===== config.mk =====
export PLATFORM = sky130hd
export DESIGN_NAME = ppctl_top
export DESIGN_NICKNAME = d
export VERILOG_FILES = /design/src/pkg/ppctl_pkg.sv /design/src/verilog/ppctl_top.sv
export SDC_FILE = /design/constraint.sdc
export NUM_CORES = 1
export LEC_CHECK = 0
export CAP_MARGIN = 0
export CORE_MARGIN = 5
export CORE_UTILIZATION = 35
export DETAILED_ROUTE_END_ITERATION = 8
export DONT_BUFFER_PORTS = 1
export SETUP_SLACK_MARGIN = 0.3
export SYNTH_ARGS = -nofsm -noshare
export SYNTH_HDL_FRONTEND = slang
export SYNTH_SLANG_ARGS = --single-unit

===== constraint.sdc =====
create_clock -name clk -period 2.1 [get_ports clk]
set_input_delay 0.42 -clock clk [delete_from_list [all_inputs] [get_ports clk]]
set_output_delay 0.42 -clock clk [all_outputs]
set_load 0.1 [all_outputs]

===== src/pkg/ppctl_pkg.sv =====
// Package with register map, field positions and carriers for the printer port pin control
package ppctl_pkg;

   // ----------------------------------------------------------------
   // Register byte offsets
   // ----------------------------------------------------------------
   localparam logic [7:0] PPCTL_OFF_PORT_CONFIG = 8'h00;
   localparam logic [7:0] PPCTL_OFF_PWR_MGMT    = 8'h04;
   localparam logic [7:0] PPCTL_OFF_FUNC_CTRL   = 8'h08;
   localparam logic [7:0] PPCTL_OFF_PORT_CTRL   = 8'h0c;
   localparam logic [7:0] PPCTL_OFF_STATUS      = 8'h10;
   localparam logic [7:0] PPCTL_OFF_IRQ_STAT    = 8'h14;
   localparam logic [7:0] PPCTL_OFF_IRQ_MASK    = 8'h18;
   localparam logic [7:0] PPCTL_OFF_DMA_CTRL    = 8'h1c;

   // ----------------------------------------------------------------
   // Field positions
   // ----------------------------------------------------------------
   localparam int PPCTL_PCFG_ECP_EN  = 2;
   localparam int PPCTL_PMC_DMA_EN   = 3;
   localparam int PPCTL_FCR_PNF_EN   = 2;
   localparam int PPCTL_PCTL_PRINTER_SELECT_OUT_N    = 3;
   localparam int PPCTL_PCTL_IRQ_EN  = 4;
   localparam int PPCTL_DMA_REQ      = 0;
   localparam int PPCTL_DMA_IRQ_ADDR = 1;
   // Status word bits
   localparam int PPCTL_ST_PAPER     = 0;
   localparam int PPCTL_ST_SELECTED  = 1;
   localparam int PPCTL_ST_PRINTER   = 2;
   localparam int PPCTL_ST_SECOND_DRIVE_PRESENT_IN      = 3;
   localparam int PPCTL_ST_STRAP     = 4;
   localparam int PPCTL_ST_ACK_EFF   = 5;
   localparam int PPCTL_ST_DMA_XFER  = 6;
   localparam int PPCTL_ST_FLOP_RD   = 7;
   // Interrupt event bits
   localparam int PPCTL_EV_PAPER     = 0;
   localparam int PPCTL_EV_SELECTED  = 1;
   localparam int PPCTL_EV_DMA_XFER  = 2;
   localparam int PPCTL_EV_W         = 3;

   // ----------------------------------------------------------------
   // Reset values and timing
   // ----------------------------------------------------------------
   localparam logic [7:0]  PPCTL_RST_PCFG = 8'h00;
   localparam logic [7:0]  PPCTL_RST_PMC  = 8'h00;
   localparam logic [7:0]  PPCTL_RST_FCR  = 8'h00;
   localparam logic [7:0]  PPCTL_RST_PCTL = 8'h00;
   localparam logic [7:0]  PPCTL_RST_DMA  = 8'h00;
   localparam logic [31:0] PPCTL_BAD_DATA = 32'h0000_0000;
   localparam int PPCTL_CLK_PS      = 5000;
   localparam int PPCTL_PRINTER_SELECT_OUT_N_REL_PS = 10000;
   localparam int PPCTL_PRINTER_SELECT_OUT_N_REL_CYC = (PPCTL_PRINTER_SELECT_OUT_N_REL_PS / PPCTL_CLK_PS < 1) ? 1
                                       : PPCTL_PRINTER_SELECT_OUT_N_REL_PS / PPCTL_CLK_PS;
   localparam logic [1:0] PPCTL_RESP_OKAY   = 2'b00;
   localparam logic [1:0] PPCTL_RESP_SLVERR = 2'b10;

   // Printer-side pin bundle
   typedef struct packed {
      logic paper_out_in;
      logic printer_selected_in;
      logic ack_n;
      logic floppy_rdata;
   } ppctl_pins_t;

   // Pin driver bundle: value and active-low enable
   typedef struct packed {
      logic o;
      logic oe_n;
   } ppctl_drv_t;

   // Write-path state
   typedef enum logic [2:0] {
      PPCTL_W_IDLE = 3'b001,
      PPCTL_W_RESP = 3'b010,
      PPCTL_W_HOLD = 3'b100
   } ppctl_wst_t;

endpackage


===== src/verilog/ppctl_top.sv =====
// Printer port pin control with AXI4-Lite register slave
`timescale 1ns/1ps
module ppctl_top
   import ppctl_pkg::*;
(
   input  wire logic        clk,
   input  wire logic        rst_b,
   // AXI4-Lite slave
   input  wire logic [7:0]  s_axi_awaddr,
   input  wire logic        s_axi_awvalid,
   output logic             s_axi_awready,
   input  wire logic [31:0] s_axi_wdata,
   input  wire logic [3:0]  s_axi_wstrb,
   input  wire logic        s_axi_wvalid,
   output logic             s_axi_wready,
   output logic [1:0]       s_axi_bresp,
   output logic             s_axi_bvalid,
   input  wire logic        s_axi_bready,
   input  wire logic [7:0]  s_axi_araddr,
   input  wire logic        s_axi_arvalid,
   output logic             s_axi_arready,
   output logic [31:0]      s_axi_rdata,
   output logic [1:0]       s_axi_rresp,
   output logic             s_axi_rvalid,
   input  wire logic        s_axi_rready,
   // Pins
   input  wire logic        shared_ack_strap_in,
   input  wire logic        printer_vs_floppy_sel,
   input  wire logic        paper_out_in,
   input  wire logic        printer_selected_in,
   input  wire logic        ack_in_n,
   input  wire logic        shared_rdata_in,
   input  wire logic        host_rd_n,
   input  wire logic        host_wr_n,
   input  wire logic        ecp_mode,
   output logic             printer_dma_req,
   output logic             printer_dma_req_oe_n,
   output logic             printer_select_out_n,
   output logic             printer_select_oe_n,
   output logic             port_irq,
   output logic             port_irq_oe_n,
   output logic             dma_rd_strobe,
   output logic             dma_wr_strobe,
   output logic             floppy_rdata,
   output logic             shared_floppy_pin_mode,
   output logic             irq
);

   // ----------------------------------------------------------------
   // Pin synchronisers
   // ----------------------------------------------------------------
   localparam int NSYNC = 9;
   logic [NSYNC-1:0] meta_q, sync_q, raw;
   assign raw = {shared_ack_strap_in, printer_vs_floppy_sel, paper_out_in, printer_selected_in,
                 ack_in_n, shared_rdata_in, host_rd_n, host_wr_n, ecp_mode};

   // Two-stage capture of every pin
   always_ff @(posedge clk or negedge rst_b) begin
      if (!rst_b) begin
         meta_q <= '1;
         sync_q <= '1;
      end else begin
         meta_q <= raw;
         sync_q <= meta_q;
      end
   end

   logic shared_s, pnf_s, rd_n_s, wr_n_s, ecp_s;
   ppctl_pins_t pins;
   assign shared_s = sync_q[8];
   assign pnf_s    = sync_q[7];
   assign pins     = '{paper_out_in: sync_q[6], printer_selected_in: sync_q[5],
                       ack_n: sync_q[4], floppy_rdata: sync_q[3]};
   assign rd_n_s   = sync_q[2];
   assign wr_n_s   = sync_q[1];
   assign ecp_s    = sync_q[0];

   // ----------------------------------------------------------------
   // Registers
   // ----------------------------------------------------------------
   logic [7:0] port_config_reg_q, port_config_reg_d;
   logic [7:0] power_mgmt_ctrl_reg_q, power_mgmt_ctrl_reg_d;
   logic [7:0] function_ctrl_reg_q, function_ctrl_reg_d;
   logic [7:0] port_ctrl_q, port_ctrl_d;
   logic [7:0] dma_ctrl_q, dma_ctrl_d;
   logic [PPCTL_EV_W-1:0] irq_stat_q, irq_stat_d, irq_mask_q, irq_mask_d, ev;

   // Byte-lane merge of a write into an 8-bit register
   function automatic logic [7:0] merge8(input logic [7:0] old, input logic [31:0] wd,
                                         input logic [3:0] st);
      merge8 = st[0] ? wd[7:0] : old;
   endfunction

   // ----------------------------------------------------------------
   // Pin function decoding
   // ----------------------------------------------------------------
   logic dma_cfg, ecp_en, ack_eff_n, strap_eff, printer_mode, second_drive_present_in_eff, dma_xfer;
   assign dma_cfg      = power_mgmt_ctrl_reg_q[PPCTL_PMC_DMA_EN];
   assign ecp_en       = port_config_reg_q[PPCTL_PCFG_ECP_EN];
   // Shared pin is acknowledge or strap; idle role reads one
   assign ack_eff_n    = (dma_cfg && ecp_s) ? shared_s : 1'b1;
   assign strap_eff    = dma_cfg ? 1'b1 : shared_s;
   // Selector pin is printer/floppy choice or second-drive input
   assign printer_mode = function_ctrl_reg_q[PPCTL_FCR_PNF_EN] ? pnf_s : 1'b1;
   assign second_drive_present_in_eff     = function_ctrl_reg_q[PPCTL_FCR_PNF_EN] ? 1'b0 : pnf_s;
   assign dma_xfer     = !ack_eff_n && (!rd_n_s || !wr_n_s);

   // ----------------------------------------------------------------
   // AXI4-Lite write path
   // ----------------------------------------------------------------
   ppctl_wst_t wst_q, wst_d;
   logic [7:0]  awaddr_q, awaddr_d;
   logic [31:0] wdata_q, wdata_d;
   logic [3:0]  wstrb_q, wstrb_d;
   logic        aw_have_q, aw_have_d, w_have_q, w_have_d;
   logic        bvalid_d;
   logic [1:0]  bresp_d;
   logic        do_write;
   assign do_write = (wst_q == PPCTL_W_IDLE) && aw_have_q && w_have_q;

   // Collect address and data in either order, then answer
   always_comb begin
      wst_d     = wst_q;
      awaddr_d  = awaddr_q;
      wdata_d   = wdata_q;
      wstrb_d   = wstrb_q;
      aw_have_d = aw_have_q;
      w_have_d  = w_have_q;
      bvalid_d  = s_axi_bvalid;
      bresp_d   = s_axi_bresp;
      unique case (wst_q)
         PPCTL_W_IDLE: begin
            if (s_axi_awvalid && s_axi_awready) begin
               awaddr_d  = s_axi_awaddr;
               aw_have_d = 1'b1;
            end
            if (s_axi_wvalid && s_axi_wready) begin
               wdata_d  = s_axi_wdata;
               wstrb_d  = s_axi_wstrb;
               w_have_d = 1'b1;
            end
            if (do_write) begin
               wst_d    = PPCTL_W_RESP;
               bvalid_d = 1'b1;
               bresp_d  = (awaddr_q > PPCTL_OFF_DMA_CTRL || awaddr_q[1:0] != 2'b00)
                          ? PPCTL_RESP_SLVERR : PPCTL_RESP_OKAY;
            end
         end
         PPCTL_W_RESP: begin
            if (s_axi_bready) begin
               bvalid_d  = 1'b0;
               aw_have_d = 1'b0;
               w_have_d  = 1'b0;
               wst_d     = PPCTL_W_HOLD;
            end
         end
         PPCTL_W_HOLD: wst_d = PPCTL_W_IDLE;
         default:      wst_d = PPCTL_W_IDLE;
      endcase
   end

   // ----------------------------------------------------------------
   // Register update and interrupt status
   // ----------------------------------------------------------------
   always_comb begin
      port_config_reg_d     = port_config_reg_q;
      power_mgmt_ctrl_reg_d = power_mgmt_ctrl_reg_q;
      function_ctrl_reg_d   = function_ctrl_reg_q;
      port_ctrl_d           = port_ctrl_q;
      dma_ctrl_d            = dma_ctrl_q;
      irq_mask_d            = irq_mask_q;
      irq_stat_d            = irq_stat_q;
      if (do_write) begin
         unique case (awaddr_q)
            PPCTL_OFF_PORT_CONFIG: port_config_reg_d     = merge8(port_config_reg_q, wdata_q, wstrb_q);
            PPCTL_OFF_PWR_MGMT:    power_mgmt_ctrl_reg_d = merge8(power_mgmt_ctrl_reg_q, wdata_q, wstrb_q);
            PPCTL_OFF_FUNC_CTRL:   function_ctrl_reg_d   = merge8(function_ctrl_reg_q, wdata_q, wstrb_q);
            PPCTL_OFF_PORT_CTRL:   port_ctrl_d           = merge8(port_ctrl_q, wdata_q, wstrb_q);
            PPCTL_OFF_DMA_CTRL:    dma_ctrl_d            = merge8(dma_ctrl_q, wdata_q, wstrb_q);
            PPCTL_OFF_IRQ_MASK:    if (wstrb_q[0]) irq_mask_d = wdata_q[PPCTL_EV_W-1:0];
            PPCTL_OFF_IRQ_STAT:    if (wstrb_q[0]) irq_stat_d = irq_stat_q & ~wdata_q[PPCTL_EV_W-1:0];
            default: ;
         endcase
      end
      irq_stat_d = irq_stat_d | ev;   // Set wins over clear
   end

   // Rising-edge events on status levels
   logic paper_q, sel_q, xfer_q;
   always_comb begin
      ev = '0;
      ev[PPCTL_EV_PAPER]    = pins.paper_out_in && !paper_q;
      ev[PPCTL_EV_SELECTED] = pins.printer_selected_in && !sel_q;
      ev[PPCTL_EV_DMA_XFER] = dma_xfer && !xfer_q;
   end

   // ----------------------------------------------------------------
   // AXI4-Lite read path
   // ----------------------------------------------------------------
   logic [31:0] rdata_d, status_w;
   logic        rvalid_d, arready_d;
   logic [1:0]  rresp_d;
   assign status_w = {24'h00_0000, pins.floppy_rdata & ~printer_mode, dma_xfer, ack_eff_n, strap_eff,
                      second_drive_present_in_eff, printer_mode, pins.printer_selected_in, pins.paper_out_in};

   // One read at a time; answer one cycle after address taken
   always_comb begin
      rvalid_d  = s_axi_rvalid;
      rdata_d   = s_axi_rdata;
      rresp_d   = s_axi_rresp;
      arready_d = !s_axi_rvalid && !s_axi_arready;
      if (s_axi_rvalid && s_axi_rready) begin
         rvalid_d = 1'b0;
      end
      if (s_axi_arvalid && s_axi_arready) begin
         arready_d = 1'b0;
         rvalid_d  = 1'b1;
         rresp_d   = PPCTL_RESP_OKAY;
         unique case (s_axi_araddr)
            PPCTL_OFF_PORT_CONFIG: rdata_d = {24'h00_0000, port_config_reg_q};
            PPCTL_OFF_PWR_MGMT:    rdata_d = {24'h00_0000, power_mgmt_ctrl_reg_q};
            PPCTL_OFF_FUNC_CTRL:   rdata_d = {24'h00_0000, function_ctrl_reg_q};
            PPCTL_OFF_PORT_CTRL:   rdata_d = {24'h00_0000, port_ctrl_q};
            PPCTL_OFF_STATUS:      rdata_d = status_w;
            PPCTL_OFF_IRQ_STAT:    rdata_d = {29'h0, irq_stat_q};
            PPCTL_OFF_IRQ_MASK:    rdata_d = {29'h0, irq_mask_q};
            PPCTL_OFF_DMA_CTRL:    rdata_d = {24'h00_0000, dma_ctrl_q};
            default: begin
               rdata_d = PPCTL_BAD_DATA;
               rresp_d = PPCTL_RESP_SLVERR;
            end
         endcase
      end
   end

   // ----------------------------------------------------------------
   // Pin drivers
   // ----------------------------------------------------------------
   ppctl_drv_t req_d, printer_select_out_n_d, pirq_d;
   logic dma_rd_d, dma_wr_d, flop_d, irq_d;
   always_comb begin
      // Request drives only with ECP and DMA enabled
      req_d.o    = dma_ctrl_q[PPCTL_DMA_REQ] && ecp_s;
      req_d.oe_n = !(ecp_en && dma_cfg);
      // Select-in low when control bit set, released otherwise
      printer_select_out_n_d.o    = 1'b0;
      printer_select_out_n_d.oe_n = !port_ctrl_d[PPCTL_PCTL_PRINTER_SELECT_OUT_N];
      // Interrupt follows acknowledge when enabled
      pirq_d.o    = pins.ack_n;
      pirq_d.oe_n = !(port_ctrl_q[PPCTL_PCTL_IRQ_EN] && dma_ctrl_q[PPCTL_DMA_IRQ_ADDR]);
      dma_rd_d    = !ack_eff_n && !rd_n_s;
      dma_wr_d    = !ack_eff_n && !wr_n_s;
      flop_d      = printer_mode ? 1'b0 : pins.floppy_rdata;
      irq_d       = |(irq_stat_d & irq_mask_d);
   end

   // ----------------------------------------------------------------
   // State registers
   // ----------------------------------------------------------------
   always_ff @(posedge clk or negedge rst_b) begin
      if (!rst_b) begin
         port_config_reg_q     <= PPCTL_RST_PCFG;
         power_mgmt_ctrl_reg_q <= PPCTL_RST_PMC;
         function_ctrl_reg_q   <= PPCTL_RST_FCR;
         port_ctrl_q           <= PPCTL_RST_PCTL;
         dma_ctrl_q            <= PPCTL_RST_DMA;
         irq_stat_q            <= '0;
         irq_mask_q            <= '0;
         paper_q               <= 1'b1;   // Matches synchroniser reset, no false edge
         sel_q                 <= 1'b1;   // Matches synchroniser reset, no false edge
         xfer_q                <= 1'b0;
         wst_q                 <= PPCTL_W_IDLE;
         awaddr_q              <= 8'h00;
         wdata_q               <= 32'h0000_0000;
         wstrb_q               <= 4'h0;
         aw_have_q             <= 1'b0;
         w_have_q              <= 1'b0;
         s_axi_bvalid          <= 1'b0;
         s_axi_bresp           <= PPCTL_RESP_OKAY;
         s_axi_arready         <= 1'b0;
         s_axi_rvalid          <= 1'b0;
         s_axi_rdata           <= 32'h0000_0000;
         s_axi_rresp           <= PPCTL_RESP_OKAY;
         s_axi_awready         <= 1'b0;
         s_axi_wready          <= 1'b0;
         printer_dma_req       <= 1'b0;
         printer_dma_req_oe_n  <= 1'b1;
         printer_select_out_n  <= 1'b0;
         printer_select_oe_n   <= 1'b1;
         port_irq              <= 1'b0;
         port_irq_oe_n         <= 1'b1;
         dma_rd_strobe         <= 1'b0;
         dma_wr_strobe         <= 1'b0;
         floppy_rdata          <= 1'b0;
         shared_floppy_pin_mode <= 1'b0;
         irq                   <= 1'b0;
      end else begin
         port_config_reg_q     <= port_config_reg_d;
         power_mgmt_ctrl_reg_q <= power_mgmt_ctrl_reg_d;
         function_ctrl_reg_q   <= function_ctrl_reg_d;
         port_ctrl_q           <= port_ctrl_d;
         dma_ctrl_q            <= dma_ctrl_d;
         irq_stat_q            <= irq_stat_d;
         irq_mask_q            <= irq_mask_d;
         paper_q               <= pins.paper_out_in;
         sel_q                 <= pins.printer_selected_in;
         xfer_q                <= dma_xfer;
         wst_q                 <= wst_d;
         awaddr_q              <= awaddr_d;
         wdata_q               <= wdata_d;
         wstrb_q               <= wstrb_d;
         aw_have_q             <= aw_have_d;
         w_have_q              <= w_have_d;
         s_axi_bvalid          <= bvalid_d;
         s_axi_bresp           <= bresp_d;
         s_axi_arready         <= arready_d;
         s_axi_rvalid          <= rvalid_d;
         s_axi_rdata           <= rdata_d;
         s_axi_rresp           <= rresp_d;
         s_axi_awready         <= (wst_d == PPCTL_W_IDLE) && !aw_have_d;
         s_axi_wready          <= (wst_d == PPCTL_W_IDLE) && !w_have_d;
         printer_dma_req       <= req_d.o;
         printer_dma_req_oe_n  <= req_d.oe_n;
         printer_select_out_n  <= printer_select_out_n_d.o;
         printer_select_oe_n   <= printer_select_out_n_d.oe_n;
         port_irq              <= pirq_d.o;
         port_irq_oe_n         <= pirq_d.oe_n;
         dma_rd_strobe         <= dma_rd_d;
         dma_wr_strobe         <= dma_wr_d;
         floppy_rdata          <= flop_d;
         shared_floppy_pin_mode <= !printer_mode;
         irq                   <= irq_d;
      end
   end

endmodule

Yosys cells after proc, flatten, opt, wreduce, memory -nomap -nowiden. Index checks and enable logic that the tools add are counted.

Logic and storage cells: 145. Register bits: 140. Output and inout bits: 52. Input bits: 68.

Reductions and logical operators: 51. Eq/ne operators: 18. Magnitude comparators: 1. Mux-type cells: 32. Bitwise logic cells: 6.

Operators by type and width (number): $pmux 8 s8 (1); $eq 8x5->1 const B (7); $eq 8x4->1 const B (4); $mux 3 (8); $logic_and 1x1->1 (19); $reduce_and 3->1 (6); $eq 8x3->1 const B (2); $logic_not 8->1 (2); $logic_not 1->1 (14); $mux 1 (14); $mux 4 (3); $gt 8x5->1 const B (1); $reduce_or 8->1 (1); $and 3x3->3 (2); $eq 3x1->1 const B (2); $pmux 1 s2 (3); $pmux 3 s2 (1); $reduce_and 2->1 (3); $reduce_bool 2->1 (3); $mux 2 (2); $ne 2x2->1 const B (2); $eq 3x2->1 const B (1); $not 3->3 (1); $or 3x3->3 (1); 4 further kinds (5).

Logic depth before layout (Yosys ltp).
Depth in word-level cells: 8. Depth in mapped cells: 7. Depth with buffers taken out: 5.

Least setup slack after synthesis. No wires, ideal clock.

Path type: flip-flop to flip-flop. Start point: register s_axi_wready. End point: register wdata_q[3]. Clock period less this slack: 2.019 ns. Setup time: 0.125 ns. Cell stages (with the launch flop): 4. Data required time: 1.975 ns. Path slack: 0.081 ns. Path buffers: 1. Arrival time: 1.894 ns. Path through: dfrtp_1 > and3_1 > clkbuf_1 > mux2_2.

Cells in the longest elaborated chain, start to end: 2.

Ends and longest elaborated chain: start, declared (line ppctl_top.sv:15) `output logic s_axi_wready,`; start signal, assigned (line ppctl_top.sv:321) `s_axi_wready <= (wst_d == PPCTL_W_IDLE) && !w_have_d;`; $logic_and 1x1->1 (line ppctl_top.sv:137) `if (s_axi_wvalid && s_axi_wready) begin`; $reduce_and 2->1 (no line); end signal, assigned (line ppctl_top.sv:310) `wdata_q <= wdata_d;`; end, declared (line ppctl_top.sv:113) `logic [31:0] wdata_q, wdata_d;`.

No other way between the ends. A chain may end at the register's enable or synchronous reset.

Worst setup path in the final report.
Start point: register awaddr_q[6]. End point: register irq.

Elaborated cells between the ends (all ways): 9. Those cells by class: eq/ne: 2; mux: 4; bitwise: 2; reduce/logical: 1.

RTL lines: start, declared (line ppctl_top.sv:112) `logic [7:0] awaddr_q, awaddr_d;`; start signal, assigned (line ppctl_top.sv:309) `awaddr_q <= awaddr_d;`; $eq 8x5->1 (line ppctl_top.sv:174) `unique case (awaddr_q)`; $mux 3 (line ppctl_top.sv:174); $mux 3 (line ppctl_top.sv:173) `if (do_write) begin`; net irq_mask_d[2] (line ppctl_top.sv:86) `logic [PPCTL_EV_W-1:0] irq_stat_q, irq_stat_d, irq_mask_q, irq_mask_d, ev;`; $and 3x3->3 (line ppctl_top.sv:254) `irq_d = |(irq_stat_d & irq_mask_d);`; $reduce_or 3->1 (line ppctl_top.sv:254); net irq_d (line ppctl_top.sv:240) `logic dma_rd_d, dma_wr_d, flop_d, irq_d;`; end signal, assigned (line ppctl_top.sv:332) `irq <= irq_d;`; end, declared (line ppctl_top.sv:46) `output logic irq`.

The timed path passes the listed nets, and every way through them passes these cells.

==> impl_metrics.env <==
export IMPL_worst_clock_skew_ps=6.33
export IMPL_multi_input_area_um2=1780
export IMPL_placedCellCount=542
export IMPL_worstPathArrival_ps=2230
export IMPL_die_y_um=126
export IMPL_status="finished, violations left"
export IMPL_tns_ps=0
export IMPL_place_congestion=0.749
export IMPL_place_ws_ps=36.3
export IMPL_clk_path_buf_depth=2
export IMPL_ctsHoldBuffers=9
export IMPL_grt_ovfl_total=0
export IMPL_share_comb_of_total_power_pct=24.5
export IMPL_p_sw_mw=2.56
export IMPL_vias=2847
export IMPL_hold_violations=114
export IMPL_routed_via_density=4.84
export IMPL_synthTopCellsByCount="dfrtp_1, mux2_2, buf_4, dfstp_2, nor2_1"
export IMPL_slowest_delay_ps=410
export IMPL_clk_latency_ps=400
export IMPL_core_um2=13200
export IMPL_fin_ws_ps=148
export IMPL_finalCritPeriodShare_pct=93.0
export IMPL_nets=467
export IMPL_grt_usage_pct=12.8
export IMPL_synth_top_area_share_pct=47.8
export IMPL_power_density_nw_per_um2=1310
export IMPL_violations="hold timing"
export IMPL_start_util_pct=35.6
export IMPL_cts_buffers=17
export IMPL_reg2reg_depth=5
export IMPL_grt_pass1_wl_um=15700
export IMPL_drive_gt1_share_pct=41.0
export IMPL_synthCells=347
export IMPL_io_buffers=0
export IMPL_cts_tree="built"
export IMPL_slew_violations=0
export IMPL_swShare_pct=33.4
export IMPL_min_period_ps=1950
export IMPL_p_leak_nw=2.70
export IMPL_clkSlewWorstSetupHoldPaths_ps=50
export IMPL_synth_edf_count=0
export IMPL_ys_types=45
export IMPL_synth_warnings=0
export IMPL_ys_flop_type="dfrtp_1"
export IMPL_grt_start_max_net_pins=115
export IMPL_ys_seq_area_share_pct=61.1
export IMPL_synth_most_common_cell="dfrtp_1"
export IMPL_dieArea_um2=15900
export IMPL_rsz0062_at_grt="true"
export IMPL_vdd_ir_drop_worst_uv=607
export IMPL_firstDrtPassIters=4
export IMPL_synth_seq_cells=114
export IMPL_crit_slowest_cell="dfrtp_1"
export IMPL_hold_class="input pin to asynchronous set/reset pin"
export IMPL_area_growth_synth_to_final_pct=23.7
export IMPL_startpoint_type="flop"
export IMPL_pwr_share_clk_pct=34.6
export IMPL_drv_cap=0
export IMPL_max_freq_mhz=512
export IMPL_synth_area_leader_cell="dfrtp_1"
export IMPL_place_hpwl_um=6700
export IMPL_reg2reg_from="awaddr_q[6]$_DFFE_PN0P_"
export IMPL_synth_area_per_cell_um2=13.6
export IMPL_finalWirelength_um=9930
export IMPL_whs_ps=-281
export IMPL_finalNonFillerCells=588
export IMPL_crit_end="irq$_DFF_PN0_"
export IMPL_clock_sinks=114
export IMPL_reg2reg_to="irq$_DFF_PN0_"
export IMPL_drc_errors=0
export IMPL_synth_async_sr_flop_share_pct=100
export IMPL_htreeDepth=4
export IMPL_fillers=1222
export IMPL_ys_top_cells_by_area="dfrtp_1, mux2_2, dfstp_2"
export IMPL_seq_power_share_pct=40.9
export IMPL_first_global_vias=2942
export IMPL_path_max_fanout=4
export IMPL_p_int_mw=5.11
export IMPL_rows=42
export IMPL_path_cells="nor4b_4 > and4_4 > mux2_4 > and2_4 > a221o_1"
export IMPL_startpoint="awaddr_q[6]$_DFFE_PN0P_"
export IMPL_setup_viol=0
export IMPL_antenna_found_initial=0
export IMPL_diodes=0
export IMPL_critical_path_required_ps=2380
export IMPL_cts_root_buf="clkbuf_16"
export IMPL_final_util_pct=44.0
export IMPL_io_pins=120
export IMPL_ant_nets=0
export IMPL_syn_area_um2=4720
export IMPL_dieWidth_um=126
export IMPL_critical_path_class="flop to flop"
export IMPL_drt_iter0_drc=157
export IMPL_wl_per_cell_um=16.9
export IMPL_crit_path_end_kind="flop"
export IMPL_r2r_slack_ps=150
export IMPL_regArea_um2=2890
[final cells by class]
class / instances / share of cell area, %
Sequential cell: 114 / 49.5
Multi-Input combinational cell: 217 / 30.6
Clock buffer: 26 / 8.56
Timing Repair Buffer: 42 / 6.20
Tap cell: 176 / 3.78
Clock inverter: 6 / 0.944
Inverter: 7 / 0.450
[routing by layer]
layer / up-vias / GRT usage [%] / wire length, um
met5: - / 0 / 0
met4: 0 / 5.49 / 127
met1: 1433 / 16.1 / 4280
met2: 97 / 19.9 / 4800
met3: 10 / 4.66 / 725
li1: 1307 / - / -
[state kept, by name, summed over array words and instances (netlist names), 3 cells and up]
register and cells:
power_mgmt_ctrl_reg_q 8, function_ctrl_reg_q 8, port_ctrl_q 8, sync_q 9, dma_ctrl_q 8, awaddr_q 8
meta_q 9, wdata_q 8, port_config_reg_q 8, irq_stat_q 3, wst_q 3, irq_mask_q 3
s_axi_rdata 8
[power by group through the flow]
stage	logic [mW]	registers (mW)	clock network [mW]
6_report	1.88	3.13	2.66
2_1_floorplan	0.983	3.53	0
3_3_place_gp	1.74	3.11	0
3_5_place_dp	1.77	3.14	0
5_1_grt	2.00	3.20	2.83
4_1_cts	1.86	3.14	2.73
[what timing repair did]
| action | in CTS | in global routing |
|---|---|---|
| endpoints found under the hold margin | 123 | 114 |
| setup buffers | 3 | 2 |
| pin swaps | 7 | 4 |
| endpoints found under the setup margin | 49 | 50 |
| gates resized for setup | 14 | 6 |
[how the worst min path moves through the flow]
stage | startpoint | slack [ps] | depth (start not counted) | end
after floorplan | rst_b | 120 | 0 | aw_have_q$_DFF_PN0_
after global placement | rst_b | 130 | 0 | wdata_q[7]$_DFFE_PN0P_
after detailed placement | rst_b | 130 | 0 | wdata_q[7]$_DFFE_PN0P_
after CTS | rst_b | -300 | 0 | awaddr_q[1]$_DFFE_PN0P_
after global routing | rst_b | -310 | 0 | s_axi_awready$_DFF_PN0_
final | rst_b | -280 | 0 | port_ctrl_q[7]$_DFFE_PN0P_
[per-stage QoR]
step	power [mW]	hold WS, ps	cell area (um2)
finish	7.67	-281	5830
detailed placement	4.91	132	5040
global placement	4.85	132	5040
floorplan	4.52	124	4850
CTS	7.72	-305	5770
global route	8.02	-311	5830
[placed cells by master (no fill, tap or decap), types with 6 or more instances in the layout]
cell | Yosys | layout
a22o_1 | 10 | 10
buf_4 | 27 | 29
clkbuf_16 | 0 | 17
conb_1 | 1 | 27
dfrtp_1 | 90 | 87
dfstp_2 | 24 | 24
dlygate4sd3_1 | 0 | 9
inv_1 | 7 | 7
mux2_2 | 65 | 63
nand2_1 | 12 | 12
nor2_1 | 23 | 23
o21ai_0 | 6 | 6
[critical path: cells and delay by family (launching register included)]
family / cells / cell delay, ps
flops: 1 / 410
compound gates: 1 / 270
simple gates: 3 / 840
mux: 1 / 310
[cells by family after synthesis]
family / after synthesis / synth area share [%]
flops: 114 / 61.1
simple gates: 72 / 8.54
other cells: 1 / 0.0795
buf+inv: 42 / 5.55
compound gates: 47 / 7.38
mux: 71 / 17.3
Note: power is estimated with default switching activity, not from simulation.
